$ cat src/sxt_pkg.sv
/*
  Shared constants and carrier types of the serial transceiver.
  Assumes a single system clock; no imports, every use is scoped.
*/
package sxt_pkg;

  // ----------------------------------------
  // Timing
  // ----------------------------------------
  localparam int unsigned CLK_PERIOD_NS = 10;
  localparam logic [3:0] OVS_LAST = 4'hF;      // 16 sub-ticks per bit, last index
  localparam logic [3:0] SAMPLE_PH = 4'h7;     // 8th sub-tick is the bit centre
  localparam logic [3:0] SCK_HIGH_PH = 4'h8;   // Output clock high from mid bit
  localparam int unsigned BAUD_W = 8;
  localparam logic [7:0] BAUD_DIV_RST = 8'h00;

  // ----------------------------------------
  // Frame layout
  // ----------------------------------------
  localparam logic [3:0] LEN_8 = 4'h8;
  localparam logic [3:0] LEN_7 = 4'h7;
  localparam logic [3:0] SYNC_BITS = 4'h8;
  localparam int unsigned RX_SH_W = 10;

  // Settings as loose control inputs
  typedef struct packed {
    logic mode_sync;               // 0 async, 1 clocked sync
    logic char_length_sel;         // 0 eight bits, 1 seven bits
    logic multiproc_format_sel;    // Multiprocessor bit instead of parity
    logic multiproc_global_enable; // Gates the multiprocessor format
    logic parity_enable;           // Parity bit present
    logic parity_odd;              // 0 even, 1 odd
    logic stop_two;                // 0 one stop bit, 1 two
    logic clock_enable_sel_hi;     // External clock
    logic clock_enable_sel_lo;     // Clock output in async mode
    logic tx_enable;
    logic rx_enable;
  } sxt_cfg_t;

  // Received word with its status
  typedef struct packed {
    logic [7:0] data;
    logic multiproc_bit;
  } sxt_rx_word_t;

endpackage : sxt_pkg

$ cat src/sxt_baud.sv
/*
  Baud rate generator: one-cycle tick every (divisor+1) clocks while enabled.
  Assumes the divisor is static while the generator runs.
*/
`timescale 1ns/1ps
`default_nettype none
module sxt_baud #(
  parameter int unsigned W = sxt_pkg::BAUD_W
) (
  input wire logic i_mclk,            // System clock
  input wire logic i_sys_rst,         // Synchronous reset, high
  input wire logic i_en,              // Run the generator
  input wire logic [W-1:0] i_div,     // Divisor minus one
  output logic o_tick                 // One-cycle tick
);

  typedef struct packed {
    logic [W-1:0] cnt;
    logic tick;
  } sxt_baud_st_t;

  sxt_baud_st_t s_r;
  sxt_baud_st_t s_nxt;

  always_comb begin
    s_nxt = s_r;
    s_nxt.tick = 1'b0;
    if (!i_en) begin
      s_nxt.cnt = '0;
    end else if (s_r.cnt >= i_div) begin
      s_nxt.cnt = '0;
      s_nxt.tick = 1'b1;
    end else begin
      s_nxt.cnt = s_r.cnt + W'(1);
    end
  end

  always_ff @(posedge i_mclk) begin
    if (i_sys_rst) begin
      s_r <= '0;
    end else begin
      s_r <= s_nxt;
    end
  end

  assign o_tick = s_r.tick;

endmodule : sxt_baud
`default_nettype wire

$ cat src/sxt_core.sv
/*
  Serial transceiver core: async framed and clocked sync transfer,
  double-buffered transmit and receive, error flags, clock pin control.
  Assumes settings change only while transmit and receive are disabled.
*/
// Overview of operation
// RL1: Two modes: self-framed asynchronous characters, or clocked synchronous words.
// RL2: Async character length select 0 gives eight data bits, 1 gives seven.
// RL3: Async stop length select 0 gives one stop bit, 1 gives two.
// RL4: Multiprocessor format replaces parity with a multiprocessor bit; parity enable ignored.
// RL5: Mode bit 0 async, 1 sync; sync is eight bits, no extras.
// RL6: Async receiver flags framing, parity, overrun errors and detects line break.
// RL7: Sync receiver flags overrun only.
// RL8: Async clock: 00 internal, pin free; 01 internal, clock out; 1x external.
// RL9: Sync clock: internal generator drives pin, or shift on pin clock.
// RL10: External async clock supplied by partner at sixteen times bit rate.
// RL11: Internal source uses baud generator; external source leaves it stopped.
// RL12: Independent double-buffered transmit and receive allow full duplex.
// RL13: Async line idles high; characters begin with falling edge into start.
// RL14: Frame: start, data LSB first, optional parity/multiprocessor bit, stop bits.
// RL15: Receiver aligns on start edge, samples on 8th of 16 sub-ticks.
// RL16: Async output clock runs at bit rate, rising mid transmitted bit.
// RL17: Global multiprocessor enable must be set for the multiprocessor format.
// RL18: With two stop bits only the first is checked for framing.
// RL19: Parity sense selects even or odd for generation and check.
`timescale 1ns/1ps
`default_nettype none
module sxt_core #(
  parameter int unsigned BAUD_W = sxt_pkg::BAUD_W
) (
  input wire logic i_mclk,                    // System clock
  input wire logic i_sys_rst,                 // Synchronous reset, high
  input wire sxt_pkg::sxt_cfg_t i_cfg,        // Format, mode and clock settings
  input wire logic [BAUD_W-1:0] i_baud_div,   // Baud divisor minus one
  input wire logic i_tx_wr,                   // Write transmit buffer
  input wire logic [7:0] i_tx_data,           // Transmit data
  input wire logic i_tx_mpb,                  // Multiprocessor bit to send
  input wire logic i_rx_rd,                   // Collect received word
  input wire logic i_err_clr,                 // Clear all error flags
  input wire logic i_rxd,                     // Receive data pin
  input wire logic i_sck,                     // Serial clock pin input
  output logic o_txd,                         // Transmit data pin
  output logic o_sck,                         // Serial clock pin output
  output logic o_sck_oe_n,                    // Clock pin drive, low drives
  output logic o_tx_empty,                    // Transmit buffer empty
  output logic o_tx_end,                      // Transmitter fully idle
  output logic o_rx_full,                     // Received word waiting
  output sxt_pkg::sxt_rx_word_t o_rx_word,    // Received word
  output logic o_framing_error_flag,          // Stop bit was low
  output logic o_parity_error_flag,           // Parity mismatch
  output logic o_overrun_error_flag,          // Word lost, buffer full
  output logic o_break                        // Line break seen
);

  typedef struct packed {
    logic [1:0] rxd_s;
    logic [2:0] sck_s;
    logic [7:0] tx_buf;
    logic tx_buf_mpb;
    logic tx_full;
    logic [11:0] tx_sh;
    logic [3:0] tx_cnt;
    logic [3:0] tx_ph;
    logic tx_busy;
    logic txd;
    logic sck_int;
    logic [3:0] rx_ph;
    logic [3:0] rx_cnt;
    logic rx_busy;
    logic [sxt_pkg::RX_SH_W-1:0] rx_sh;
    sxt_pkg::sxt_rx_word_t rx_word;
    logic rx_full;
    logic framing_error_flag;
    logic parity_error_flag;
    logic overrun_error_flag;
    logic brk;
    logic sck_o;
    logic sck_oe_n;
  } sxt_st_t;

  sxt_st_t s_r;
  sxt_st_t s_nxt;
  logic baud_tick;

  // ----------------------------------------
  // Baud generator
  // ----------------------------------------
  sxt_baud #(.W(BAUD_W)) u_baud (
    .i_mclk(i_mclk),
    .i_sys_rst(i_sys_rst),
    .i_en(!i_cfg.clock_enable_sel_hi),   // RL11
    .i_div(i_baud_div),
    .o_tick(baud_tick)
  );

  // Parity of a word, sense from setting
  function automatic logic par_bit(input logic [7:0] d, input logic odd);
    par_bit = (^d) ^ odd;                // RL19
  endfunction : par_bit

  // ----------------------------------------
  // Next state
  // ----------------------------------------
  always_comb begin
    logic mp;
    logic extra;
    logic [3:0] len;
    logic tick16;
    logic ext_rise;
    logic ext_fall;
    logic rise_e;
    logic fall_e;
    logic sync_run;
    logic [11:0] f;
    logic [7:0] d;
    logic [sxt_pkg::RX_SH_W-1:0] al;
    logic [3:0] k;
    logic rx_done;
    logic set_fer;
    logic set_per;
    logic set_overrun_error_flag;
    logic set_brk;
    logic set_full;
    logic load;
    mp = 1'b0;
    extra = 1'b0;
    len = sxt_pkg::LEN_8;
    tick16 = 1'b0;
    ext_rise = 1'b0;
    ext_fall = 1'b0;
    rise_e = 1'b0;
    fall_e = 1'b0;
    sync_run = 1'b0;
    f = '1;
    d = '0;
    al = '0;
    k = '0;
    rx_done = 1'b0;
    set_fer = 1'b0;
    set_per = 1'b0;
    set_overrun_error_flag = 1'b0;
    set_brk = 1'b0;
    set_full = 1'b0;
    load = 1'b0;
    s_nxt = s_r;

    s_nxt.rxd_s = {s_r.rxd_s[0], i_rxd};
    s_nxt.sck_s = {s_r.sck_s[1:0], i_sck};
    ext_rise = s_r.sck_s[1] && !s_r.sck_s[2];
    ext_fall = !s_r.sck_s[1] && s_r.sck_s[2];

    mp = i_cfg.multiproc_format_sel && i_cfg.multiproc_global_enable;          // RL17
    extra = mp || i_cfg.parity_enable;                                         // RL4
    len = i_cfg.char_length_sel ? sxt_pkg::LEN_7 : sxt_pkg::LEN_8;             // RL2
    tick16 = i_cfg.clock_enable_sel_hi ? ext_rise : baud_tick;                 // RL8 RL10

    // Transmit buffer write, ignored while full
    if (i_tx_wr && !s_r.tx_full) begin                                         // RL12
      s_nxt.tx_buf = i_tx_data;
      s_nxt.tx_buf_mpb = i_tx_mpb;
      s_nxt.tx_full = 1'b1;
    end

    if (!i_cfg.mode_sync) begin                                                // RL1 RL5
      // ----------------------------------------
      // Async transmit, bit boundary every 16 sub-ticks
      // ----------------------------------------
      if (tick16) begin
        s_nxt.tx_ph = s_r.tx_ph + 4'h1;
        if (s_r.tx_ph == sxt_pkg::OVS_LAST) begin
          if (s_r.tx_busy && s_r.tx_cnt > 4'h1) begin
            s_nxt.tx_sh = {1'b1, s_r.tx_sh[11:1]};
            s_nxt.txd = s_r.tx_sh[1];
            s_nxt.tx_cnt = s_r.tx_cnt - 4'h1;
          end else begin
            s_nxt.tx_busy = 1'b0;
            s_nxt.txd = 1'b1;                                                  // RL13
            if (s_r.tx_full && i_cfg.tx_enable) begin
              d = s_r.tx_buf;
              f[0] = 1'b0;                                                     // RL13
              for (int i = 0; i < 8; i++) begin
                if (4'(i) < len) begin
                  f[i + 1] = d[i];                                             // RL14
                end
              end
              if (i_cfg.char_length_sel) begin
                d[7] = 1'b0;
              end
              if (mp) begin
                f[len + 4'h1] = s_r.tx_buf_mpb;                                // RL4
              end else if (i_cfg.parity_enable) begin
                f[len + 4'h1] = par_bit(d, i_cfg.parity_odd);                  // RL19
              end
              s_nxt.tx_sh = f;
              s_nxt.txd = 1'b0;
              s_nxt.tx_cnt = 4'h2 + len + {3'h0, extra} + {3'h0, i_cfg.stop_two}; // RL3 RL14
              s_nxt.tx_busy = 1'b1;
              load = 1'b1;
            end
          end
        end
      end
      // Output clock, rising at mid bit
      s_nxt.sck_oe_n = !(!i_cfg.clock_enable_sel_hi && i_cfg.clock_enable_sel_lo); // RL8
      s_nxt.sck_o = (s_nxt.tx_ph >= sxt_pkg::SCK_HIGH_PH);                     // RL16

      // ----------------------------------------
      // Async receive, sample at sub-tick 8
      // ----------------------------------------
      if (tick16) begin
        if (!s_r.rx_busy) begin
          if (!s_r.rxd_s[1] && i_cfg.rx_enable && !s_r.framing_error_flag && !s_r.parity_error_flag && !s_r.overrun_error_flag) begin
            s_nxt.rx_busy = 1'b1;                                              // RL15
            s_nxt.rx_ph = 4'h1;
            s_nxt.rx_cnt = 4'h0;
          end
        end else begin
          s_nxt.rx_ph = s_r.rx_ph + 4'h1;
          if (s_r.rx_ph == sxt_pkg::SAMPLE_PH) begin                           // RL15
            s_nxt.rx_ph = s_r.rx_ph + 4'h1;
            if (s_r.rx_cnt == 4'h0 && s_r.rxd_s[1]) begin
              s_nxt.rx_busy = 1'b0;
            end else begin
              if (s_r.rx_cnt != 4'h0) begin
                s_nxt.rx_sh = {s_r.rxd_s[1], s_r.rx_sh[sxt_pkg::RX_SH_W-1:1]};
              end
              s_nxt.rx_cnt = s_r.rx_cnt + 4'h1;
              k = len + {3'h0, extra} + 4'h1;                                  // RL18
              if (s_r.rx_cnt == k) begin
                rx_done = 1'b1;
                s_nxt.rx_busy = 1'b0;
              end
            end
          end
        end
      end
      if (rx_done) begin
        al = s_nxt.rx_sh >> (4'(sxt_pkg::RX_SH_W) - k);
        d = al[7:0];
        if (i_cfg.char_length_sel) begin
          d[7] = 1'b0;
        end
        set_fer = !al[k - 4'h1];                                               // RL6 RL18
        set_per = !mp && i_cfg.parity_enable && (al[len] != par_bit(d, i_cfg.parity_odd)); // RL6 RL19
        set_brk = set_fer && (al == '0);                                       // RL6
      end
    end else begin
      // ----------------------------------------
      // Sync mode, eight bits, no framing
      // ----------------------------------------
      sync_run = s_r.tx_busy || (s_r.tx_full && i_cfg.tx_enable)
        || (i_cfg.rx_enable && !s_r.rx_full && !s_r.overrun_error_flag);
      if (i_cfg.clock_enable_sel_hi) begin                                     // RL9
        rise_e = ext_rise;
        fall_e = ext_fall;
        s_nxt.sck_int = 1'b1;
      end else if (baud_tick && (sync_run || !s_r.sck_int)) begin
        s_nxt.sck_int = !s_r.sck_int;                                          // RL9
        rise_e = !s_r.sck_int;
        fall_e = s_r.sck_int;
      end
      s_nxt.sck_o = s_nxt.sck_int;
      s_nxt.sck_oe_n = i_cfg.clock_enable_sel_hi;
      if (fall_e) begin
        if (s_r.tx_busy && s_r.tx_cnt > 4'h1) begin
          s_nxt.tx_sh = {1'b1, s_r.tx_sh[11:1]};
          s_nxt.txd = s_r.tx_sh[1];
          s_nxt.tx_cnt = s_r.tx_cnt - 4'h1;
        end else begin
          s_nxt.tx_busy = 1'b0;
          s_nxt.txd = 1'b1;
          if (s_r.tx_full && i_cfg.tx_enable) begin
            s_nxt.tx_sh = {4'hF, s_r.tx_buf};                                  // RL5
            s_nxt.txd = s_r.tx_buf[0];
            s_nxt.tx_cnt = sxt_pkg::SYNC_BITS;
            s_nxt.tx_busy = 1'b1;
            load = 1'b1;
          end
        end
      end
      if (rise_e && i_cfg.rx_enable && !s_r.overrun_error_flag) begin
        s_nxt.rx_sh = {s_r.rxd_s[1], s_r.rx_sh[sxt_pkg::RX_SH_W-1:1]};
        s_nxt.rx_cnt = s_r.rx_cnt + 4'h1;
        if (s_r.rx_cnt == sxt_pkg::SYNC_BITS - 4'h1) begin
          s_nxt.rx_cnt = 4'h0;
          rx_done = 1'b1;
          al = s_nxt.rx_sh >> 2;
          d = al[7:0];                                                         // RL7
        end
      end
    end

    if (load) begin
      s_nxt.tx_full = 1'b0;                                                    // RL12
    end
    if (!i_cfg.tx_enable) begin
      s_nxt.tx_busy = 1'b0;
      s_nxt.tx_full = 1'b0;
      s_nxt.txd = 1'b1;
    end
    if (!i_cfg.rx_enable) begin
      s_nxt.rx_busy = 1'b0;
      s_nxt.rx_cnt = 4'h0;
    end

    // ----------------------------------------
    // Receive hand-off and flags, set beats clear
    // ----------------------------------------
    if (rx_done) begin
      if (s_r.rx_full) begin
        set_overrun_error_flag = 1'b1;                                                       // RL6 RL7
      end else begin
        s_nxt.rx_word.data = d;
        s_nxt.rx_word.multiproc_bit = mp && !i_cfg.mode_sync && al[len];       // RL4
        set_full = !set_fer && !set_per;
      end
    end
    s_nxt.rx_full = (s_r.rx_full && !i_rx_rd) || set_full;
    s_nxt.framing_error_flag = (s_r.framing_error_flag && !i_err_clr) || set_fer;
    s_nxt.parity_error_flag = (s_r.parity_error_flag && !i_err_clr) || set_per;
    s_nxt.overrun_error_flag = (s_r.overrun_error_flag && !i_err_clr) || set_overrun_error_flag;
    s_nxt.brk = (s_r.brk && !i_err_clr) || set_brk;
  end

  always_ff @(posedge i_mclk) begin
    if (i_sys_rst) begin
      s_r <= '0;
      s_r.rxd_s <= 2'h3;
      s_r.sck_s <= 3'h7;
      s_r.txd <= 1'b1;
      s_r.sck_int <= 1'b1;
      s_r.sck_oe_n <= 1'b1;
    end else begin
      s_r <= s_nxt;
    end
  end

  assign o_txd = s_r.txd;
  assign o_sck = s_r.sck_o;
  assign o_sck_oe_n = s_r.sck_oe_n;
  assign o_tx_empty = !s_r.tx_full;
  assign o_tx_end = !s_r.tx_full && !s_r.tx_busy;
  assign o_rx_full = s_r.rx_full;
  assign o_rx_word = s_r.rx_word;
  assign o_framing_error_flag = s_r.framing_error_flag;
  assign o_parity_error_flag = s_r.parity_error_flag;
  assign o_overrun_error_flag = s_r.overrun_error_flag;
  assign o_break = s_r.brk;

endmodule : sxt_core
`default_nettype wire

$ cat config.mk
export PLATFORM = sky130hd
export DESIGN_NAME = sxt_core
export DESIGN_NICKNAME = d
export VERILOG_FILES = /design/src/sxt_pkg.sv /design/src/sxt_baud.sv /design/src/sxt_core.sv
export SDC_FILE = /design/constraint.sdc
export NUM_CORES = 1
export LEC_CHECK = 0
export BUFFER_PORTS_ARGS = -buffer_cell sky130_fd_sc_hd__buf_2
export CAP_MARGIN = 25
export CELL_PAD_IN_SITES_DETAIL_PLACEMENT = 0
export CELL_PAD_IN_SITES_GLOBAL_PLACEMENT = 2
export CORE_MARGIN = 10
export CORE_UTILIZATION = 25
export CTS_CLUSTER_DIAMETER = 50
export CTS_CLUSTER_SIZE = 20
export DETAILED_ROUTE_END_ITERATION = 12
export HOLD_SLACK_MARGIN = 0.08
export PLACE_DENSITY = 0.61
export REMOVE_ABC_BUFFERS = 1
export SKIP_CTS_REPAIR_TIMING = 1
export SLEW_MARGIN = 20
export SYNTH_ARGS = -nofsm -noshare
export SYNTH_HDL_FRONTEND = slang
export SYNTH_SLANG_ARGS = --single-unit
$ cat constraint.sdc
create_clock -name i_mclk -period 6.05 [get_ports i_mclk]
set_input_delay 0.605 -clock i_mclk [delete_from_list [all_inputs] [get_ports i_mclk]]
set_output_delay 0.605 -clock i_mclk [all_outputs]
set_load 0.03 [all_outputs]
---- Word-level counts from Yosys, hierarchy flattened ----
Cells that the tools add are included.
storage, ports and cells
  logic and storage cells ................. 307
  bits in registers ....................... 82
  output and inout port bits .............. 19
cells by class
  mux-type cells .......................... 157
  reductions and logical operators ........ 79
  equality and inequality tests ........... 9
  shifts and indexed selects .............. 1
  bitwise operators ....................... 7
  add/sub/neg operators ................... 13
  order comparisons ....................... 15
operator list
  cell                                                                   number
  16-bit two-way mux                                                     7
  1-bit two-way mux                                                      102
  8-bit two-way mux                                                      10
  10-bit two-way mux                                                     7
  22-bit two-way mux                                                     2
  4-bit two-way mux                                                      10
  19-bit two-way mux                                                     2
  1-bit logical AND                                                      30
  12-bit bitwise mux                                                     2
  12-bit two-way mux                                                     2
  4-bit by 1-bit adder with 4-bit output (second input constant)         5
  1-bit zero test                                                        19
  9-bit two-way mux                                                      2
  3-bit by 4-bit < comparator with 1-bit output (first input constant)   4
  8-bit parity                                                           2
  4-bit by 5-bit < comparator with 1-bit output (second input constant)  3
  15-bit two-way mux                                                     1
  4-bit by 1-bit adder with 4-bit output                                 3
  1-bit binary-select mux with 4-bit select                              3
  2-bit two-way mux                                                      6
  10-bit zero test                                                       1
  10-bit by 4-bit >> shifter with 10-bit output                          1
  1-bit logical OR                                                       9
  8-bit by 1-bit adder with 8-bit output (second input constant)         1
  other kinds (29)                                                       47

---- Longest topological paths before layout ----
Gate-level depths: netlist of run 1.
  depth after elaboration ................. 26
  gate-level depth with buffers ........... 20
  depth with buffers taken out ............ 19

---- Cells and area by module ----
Synthesis of run 1 repeated with hierarchy kept, for this count alone.
second synthesis, totals
  cell total of the unflattened synthesis .. 645
  area, all modules ....................... 5,243.8 um^2
modules (own cells, without submodules)
  module    seq. area each (um^2)  cells an instance  times used  area an instance (um^2)
  sxt_core  1,441.4                584                1           4,638.2
  sxt_baud  180.2                  61                 1           605.6

---- Worst setup path after synthesis of run 1 ----
OpenSTA, ideal clock, no wires.
  kind .................................... input-to-reg
  from .................................... input i_cfg[8] (netlist bit)
  to ...................................... register s_r, in the netlist o_rx_full
  cell stages on the path ................. 19
  slack ................................... 1.572 ns
  required time ........................... 5.922 ns
  arrival ................................. 4.350 ns
  library setup time ...................... 0.128 ns
  cells stage by stage .................... nand2_1 > nand2_1 > ha_1 > buf_2 > nand3_1 > buf_2 > ha_1 > clkbuf_1 > inv_1 > mux4_2 > or2_0 > o21ai_0 > nor2_1 > ha_1 > xor2_1 > xnor2_1 > or4bb_1 > mux2i_1 > o32ai_1
between the ends
  longest elaborated chain between the ends .. 25
  elaborated cells between the ends (all ways) .. 44
  classes of those cells .................. add/sub: 4; eq/ne: 2; shift: 1; mux: 25; bitwise: 1; reduce/logical: 11
RTL lines
  what                                                  RTL line         text
  start, declared                                       sxt_core.sv:33   input wire sxt_pkg::sxt_cfg_t i_cfg,
  1-bit logical AND *                                   sxt_core.sv:152  mp = i_cfg.multiproc_format_sel && i_cfg.multiproc_global_enable;
  1-bit logical OR                                      sxt_core.sv:153  extra = mp || i_cfg.parity_enable;
  4-bit by 1-bit adder with 4-bit output (2 in series)  sxt_core.sv:228  k = len + {3'h0, extra} + 4'h1;
  4-bit two-way mux                                     sxt_core.sv:221  if (s_r.rx_cnt == 4'h0 && s_r.rxd_s[1]) begin
  4-bit two-way mux                                     sxt_core.sv:219  if (s_r.rx_ph == sxt_pkg::SAMPLE_PH) begin
  4-bit two-way mux                                     sxt_core.sv:211  if (!s_r.rx_busy) begin
  4-bit two-way mux                                     sxt_core.sv:210  if (tick16) begin
  4-bit two-way mux                                     sxt_core.sv:164  if (!i_cfg.mode_sync) begin
  [8 not listed]                                        n/a
  1-bit logical AND                                     sxt_core.sv:244  set_per = !mp && i_cfg.parity_enable && (al[len] != par_bit(d, i_cfg.parity_odd));
  1-bit two-way mux                                     sxt_core.sv:237  if (rx_done) begin
  1-bit two-way mux                                     sxt_core.sv:164
  1-bit zero test                                       sxt_core.sv:315  set_full = !set_fer && !set_per;
  1-bit logical AND                                     sxt_core.sv:315
  1-bit two-way mux                                     sxt_core.sv:310  if (s_r.rx_full) begin
  1-bit two-way mux *                                   sxt_core.sv:309  if (rx_done) begin
  1-bit logical OR *                                    sxt_core.sv:318  s_nxt.rx_full = (s_r.rx_full && !i_rx_rd) || set_full;
  end signal, assigned                                  sxt_core.sv:334  s_r <= s_nxt;
  end, declared                                         sxt_core.sv:81   sxt_st_t s_r;
Mark *: on every way between the ends. The rest lies on a longest branch, timed or not. The select of a mux whose other input is x is not followed.
A chain may end at the register's enable or synchronous reset.

---- Worst setup path after layout of run 1 ----
  from .................................... register s_r[27] (netlist bit)
  to ...................................... register s_r, in the netlist o_rx_full
between the ends
  longest elaborated chain between the ends .. 23
  elaborated cells between the ends (all ways) .. 50
  classes of those cells .................. add/sub: 2; eq/ne: 3; shift: 1; mux: 33; bitwise: 1; reduce/logical: 10
RTL lines
  what                 RTL line         text
  4-bit zero test      sxt_core.sv:221
  1-bit logical AND    sxt_core.sv:221
  4-bit two-way mux    sxt_core.sv:221
  4-bit two-way mux    sxt_core.sv:219
  4-bit two-way mux    sxt_core.sv:211
  4-bit two-way mux    sxt_core.sv:210
  4-bit two-way mux    sxt_core.sv:164
  4-bit subtractor     sxt_core.sv:238  al = s_nxt.rx_sh >> (4'(sxt_pkg::RX_SH_W) - k);
  [7 not listed]       n/a
  1-bit logical AND    sxt_core.sv:244
  1-bit two-way mux    sxt_core.sv:237
  1-bit two-way mux    sxt_core.sv:164
  1-bit zero test      sxt_core.sv:315
  1-bit logical AND    sxt_core.sv:315
  1-bit two-way mux    sxt_core.sv:310
  1-bit two-way mux *  sxt_core.sv:309
  1-bit logical OR *   sxt_core.sv:318
Marks and branches as above.

==> results of run 1 <==
[critical path, delay by kind of cell, from the launching register on]
| kind | cells | cell delay (ns) |
|---|---|---|
| compound gates | 2 | 0.23 |
| xor+xnor | 2 | 0.30 |
| fa+ha+maj | 3 | 0.71 |
| buf+inv | 4 | 0.69 |
| flops | 1 | 0.35 |
| mux | 1 | 0.20 |
| simple gates | 8 | 2.06 |
[cell families after synthesis]
group | after synthesis | synth area share
simple gates | 232 | 0.2227
compound gates | 167 | 0.2212
flops | 81 | 0.3288
buf+inv | 68 | 0.06241
xor+xnor | 27 | 0.05074
mux | 26 | 0.05581
fa+ha+maj | 23 | 0.05835
[where the power goes]
group / internal, mW / switching (mW)
sequential: 0.540 / 0.00978
combinational: 0.0357 / 0.0547
clock: 0.372 / 0.228
[sequential cells by signal, summed over array words and instances, names as in the netlist]
| register | cells |
|---|---|
| s_r | 52 |
| o_rx_word | 9 |
| u_baud.s_r | 8 |
| s_nxt | 3 |
| o_break | 1 |
| o_framing_error_flag | 1 |
| o_overrun_error_flag | 1 |
| o_parity_error_flag | 1 |
| o_rx_full | 1 |
| o_sck | 1 |
| o_sck_oe_n | 1 |
| o_txd | 1 |
| u_baud.o_tick | 1 |
[cell usage in the layout, fill, tap and decap left out, types with 6 or more instances in the layout]
master	synthesis	final
nor2b_1	6	6
o22ai_1	10	10
clkbuf_16	0	9
inv_1	27	27
buf_4	10	11
ha_1	23	23
nor2_1	81	81
nand3_1	17	17
a21oi_1	45	45
mux2i_1	23	23
a21o_1	9	9
xor2_1	11	11
dfxtp_1	81	81
o21ai_0	39	39
xnor2_1	15	15
nand2_1	58	58
or2_2	6	6
nand2b_1	12	12
nor3_1	17	17
a211oi_1	13	13
buf_2	6	53
nor4_1	6	6
[cell type report]
| class | count | area [µm²] | area share |
|---|---|---|---|
| sequential | 81 | 1622 | 0.2824 |
| timing repair buffer | 64 | 347.8 | 0.06057 |
| tap | 265 | 331.6 | 0.05773 |
| clock inverter | 5 | 78.83 | 0.01373 |
| inverter | 29 | 108.9 | 0.01895 |
| clock buffer | 11 | 242.7 | 0.04227 |
| multi-input combinational | 475 | 3012 | 0.5244 |
[layer usage]
metal  routed length [µm]  share of wire
met4                  237          0.015
met3                  529          0.033
met2                 7480           0.47
met1                 7620           0.48
met5                    0              0
[stage by stage]
| stage | power [mW] | setup slack (ns) | util | cell area, µm² | cells |
|---|---|---|---|---|---|
| final | 1.241 | 1.349 | 0.2951 | 5743 | 930 |
| after global routing | 1.288 | 0.8924 | 0.2951 | 5743 | 930 |
| after CTS | 1.261 | 1.372 | 0.2951 | 5743 | 930 |
| after detailed placement | 0.6535 | 1.159 | 0.2786 | 5421 | 914 |
| after global placement | 0.6535 | 1.246 | 0.2784 | 5418 | 914 |
| after floorplan | 0.6104 | 1.387 | - | 4733 | 585 |
[worst max-delay path by stage]
stage | depth (start not counted) | slack, ns | to
2_1_floorplan | 17 | 1.39 | o_rx_full
3_3_place_gp | 20 | 1.25 | o_rx_full
6_report | 20 | 1.35 | o_rx_full
5_1_grt | 20 | 0.89 | o_rx_full
3_5_place_dp | 20 | 1.16 | o_rx_full
4_1_cts | 20 | 1.37 | o_rx_full
==> flow_summary.ini, run 1 <==
[status]
status = complete, no violations

[yosys]
dominantRegCellSynth = dfxtp_1
synth_cells = 624
synthTopCellsByArea = dfxtp_1 33%, nor2_1 6.2%, ha_1 5.8%
seq_area_frac_synth = 0.3288
yosysWarningCount = 0
ys_types = 67
synth_edf_count = 0
synthArstFlopShare = 0
ys_ff_latch = 81
synthTopCellsByCount = 81 x dfxtp_1, 81 x nor2_1, 58 x nand2_1
syn-cell-area_mm2 = 0.004932
yosys.area.top_type = dfxtp_1
syn_avg_cell_area_um2 = 7.904
yosys.area.top_type_share = 0.3288

[route]
postRouteWirelength_um = 15870
dr.pass1.iters = 4
drtIter0Drc = 269
num_vias = 4531
post_drt_wl_per_cell_um = 17.06
ant_nets = 0
vias_per_cell = 4.872
drc = 0

[critical_path]
critPathMostFrequentCell = ha_1
rrSetupSlack_ns = 1.35
required_ns = 6.25
slowest_stage = or4bb_1
endpoint_kind = flip-flop
worstSetupStartpoint = s_r[27]
reg2reg_to = o_rx_full
start_kind = flip-flop
cpPeakStageDelay_ns = 0.49
r2r_cells = 20
crit_path_cell_trace = inv_1 > ha_1 > nor3b_2 > nand2_1 > nand3_1 > buf_4 > clkinv_1 > ha_1 > nand2b_1 > nor3_1 > buf_4 > o21ai_0 > nor4_1 > nor2_1 > ha_1 > xnor2_1 > xnor2_1 > or4bb_1 > mux2i_1 > o32ai_1
crit_type = reg -> reg
arrival_ns = 4.90
r2r-start = s_r[27]
worstPathMaxFanout = 11

[global_routing]
met1_usage = 0.1594
grt_usage = 0.1224
first_global_vias = 4512
use_met2 = 0.1991
top_usage_layer = met2
grt_pass1_wl_um = 25640
grt_overflow = 0
grt_util_met3 = 0.02607
grt_max_degree = 68
antenna_found_initial = 0

[cells_and_area]
fin_nets = 718
antenna_cells = 0
fillers = 2136
final_layout_size_suffix_gt1_frac = 0.1504
area_growth_pct = 16.44

[hold_path]
hold_class = reg -> reg
min_from = s_nxt[72]
hold-path-endpoint = s_r[72]
whs_path_depth = 1

[clocking]
clockBufferDepth = 2
cts-buffers-inserted = 9
numClockSinks = 81
cts-htree-levels = 3
cts.clk_slew.worst_paths_ns = 0.06
clock-root-buffer = clkbuf_16
cts_tree = yes
clock_latency_ns = 0.35

[sta]
finalHoldViolCount = 0
clock_skew_ns = 0.008453
tns_ns = 0
period_share = 0.7770
slew_headroom = 0.3914
min_period_ns = 4.701
rsz0062_at_grt = no
max_freq_ghz = 0.2127
max_slew.worst_pin.slew_ns = 0.9129
final_max_slew_viol_count = 0
holdWs_ns = 0.4101
setup_viol = 0

[floorplan]
rows = 51
die_height_um = 160.5
core_area_mm2 = 0.01946
die_area_mm2 = 0.02575
start_util = 0.2534
die_x_um = 160.5
pin_count = 54

[power]
power_density_mw_per_mm2 = 216.1
p_leak_nw = 2.310
ir_drop_uv = 131.2

[flow_run]
maxCapViolations = 0

[placed_design]
port_buffers = 53
dpl.hpwl_um = 11970
gp_congestion = 0.8356
No activity file was read; power rests on OpenSTA's default activity.
==> run 2: changes to the inputs <==
==> constraint.sdc (replaced) <==
create_clock -name i_mclk -period 4.87 [get_ports i_mclk]
set_input_delay 0.487 -clock i_mclk [delete_from_list [all_inputs] [get_ports i_mclk]]
set_output_delay 0.487 -clock i_mclk [all_outputs]
set_load 0.03 [all_outputs]
==> run 2 against run 1 <==
  * Utilization up 0.33 points
  * Combinational power up 30%
  * Critical path depth down 1
  * Wire length up 0.27%
  * Die area unchanged
  * First-iteration DRC count down 1.9%
  * Fmax up 8.3%
  * Sequential share of layout area down 0.31 points
  * Clock skew up 0.0020 ns
  * Via count up 1.4%
  * Worst hold slack worse by 0.094 ns
  * Critical path type unchanged
  * Largest cell class unchanged
==> flow_summary.ini, run 2 (synthesis gave the netlist of run 1 again) <==
[global_routing]
grt_max_degree = 41
grt_pass1_wl_um = 25430
first_global_vias = 4586
grt_overflow = 0
antenna_found_initial = 0
grt_usage = 0.1224

[critical_path]
cpLargestDelayFamily = simple AND/OR/NAND/NOR gates
worstPathMaxFanout = 6
crit_path_cell_trace = inv_1 > ha_1 > nor3b_2 > and2_1 > nor2_1 > nand2_1 > inv_1 > ha_1 > nand2b_1 > nor3_1 > o21ai_0 > nor4_2 > nor2_1 > ha_1 > xnor2_1 > xnor2_1 > or4bb_1 > mux2i_1 > o32ai_1
endpoint_kind = flip-flop
slowest_stage = or4bb_1
start_kind = flip-flop
required_ns = 5.09
critPathMostFrequentCell = ha_1
arrival_ns = 4.57
cpPeakStageDelay_ns = 0.48
path_buf_inv = 2
crit_type = reg -> reg

[floorplan]
start_util = 0.2534
die_x_um = 160.5
die_height_um = 160.5
die_area_mm2 = 0.02575
rows = 51
core_area_mm2 = 0.01946
pin_count = 54

[sta]
clock_skew_ns = 0.01047
setup_viol = 0
rsz0062_at_grt = no
holdWs_ns = 0.3157
max_slew.worst_pin.slew_ns = 0.7739
period_share = 0.8917
max_freq_ghz = 0.2303
finalHoldViolCount = 0
slew_headroom = 0.4810
tns_ns = 0
final_max_slew_viol_count = 0
min_period_ns = 4.342

[cells_and_area]
fillers = 2140
fin_nets = 727
area_growth_pct = 17.73
register_area_mm2 = 0.001622
final_util = 0.2984
largest_register = s_r
final_layout_size_suffix_gt1_frac = 0.1647
multiInputGateArea_mm2 = 0.003018
antenna_cells = 0
largest_reg_flops = 52
stdcell_count = 939
final_cell_mix = 81 x nor2_1, 81 x dfxtp_1, 58 x nand2_1

[power]
power_density_mw_per_mm2 = 262.7
power.total_mw = 1.526
p_leak_nw = 2.345
ir_drop_uv = 193.5

[clocking]
clock-root-buffer = clkbuf_16
cts_tree = yes
clock_latency_ns = 0.35
cts-htree-levels = 3
numClockSinks = 81
clockBufferDepth = 2
cts.clk_slew.worst_paths_ns = 0.07
cts-buffers-inserted = 9

[route]
postRouteWirelength_um = 15910
vias_per_cell = 4.891
drtIter0Drc = 264
post_drt_wl_per_cell_um = 16.94
ant_nets = 0
num_vias = 4593
dr.pass1.iters = 4
drc = 0

[flow_run]
maxCapViolations = 0

[status]
status = complete, no violations

[placed_design]
gp_congestion = 0.8932
port_buffers = 53
placed_cells = 923
dpl.hpwl_um = 12190

[hold_path]
hold_class = in -> reg
## run 2: cell types whose count changed in the layout (fill, tap and decap cells not counted), sizes merged
cell,previous run,this run
inv,27,30
clkbuf,11,9
clkinvlp,0,1
buf,64,73
bufinv,2,1
clkinv,5,4
## run 2: cell type report
| type | instances | area share |
|---|---|---|
| tap | 265 | 0.05710 |
| clock buffer | 9 | 0.03878 |
| timing repair buffer | 73 | 0.07154 |
| inverter | 29 | 0.01875 |
| clock inverter | 7 | 0.01487 |
| sequential | 81 | 0.2793 |
| multi-input combinational | 475 | 0.5197 |
## run 2: where the power goes
group | switching, mW | internal, mW
Clock | 0.317 | 0.408
Sequential | 0.0121 | 0.671
Combinational | 0.0696 | 0.0476
## run 2: layer usage
| layer | track usage | up-vias | wire length [µm] |
|---|---|---|---|
| met5 | 0 | - | 0 |
| li1 | - | 2304 | - |
| met2 | 0.1986 | 88 | 7428 |
| met3 | 0.02940 | 19 | 540 |
| met4 | 0.03673 | 0 | 318 |
| met1 | 0.1568 | 2182 | 7623 |
## run 2: stage by stage
stage / area (µm²) / setup slack (ns)
detailed placement: 5489 / 0.3954
global placement: 5485 / 0.3747
floorplan: 4733 / 0.3245
global route: 5807 / 0.1818
finish: 5807 / 0.5275
CTS: 5801 / 0.3689
## run 2: final timing paths
check | startpoint | slack [ns] | depth (start not counted) | end
worst max-delay path | s_r[27] | 0.53 | 19 | o_rx_full
worst min-delay path | i_sck | 0.32 | 2 | s_nxt[69]
worst max register to register | s_r[27] | 0.53 | 19 | o_rx_full
worst min register to register | s_nxt[72] | 0.42 | 1 | s_r[72]
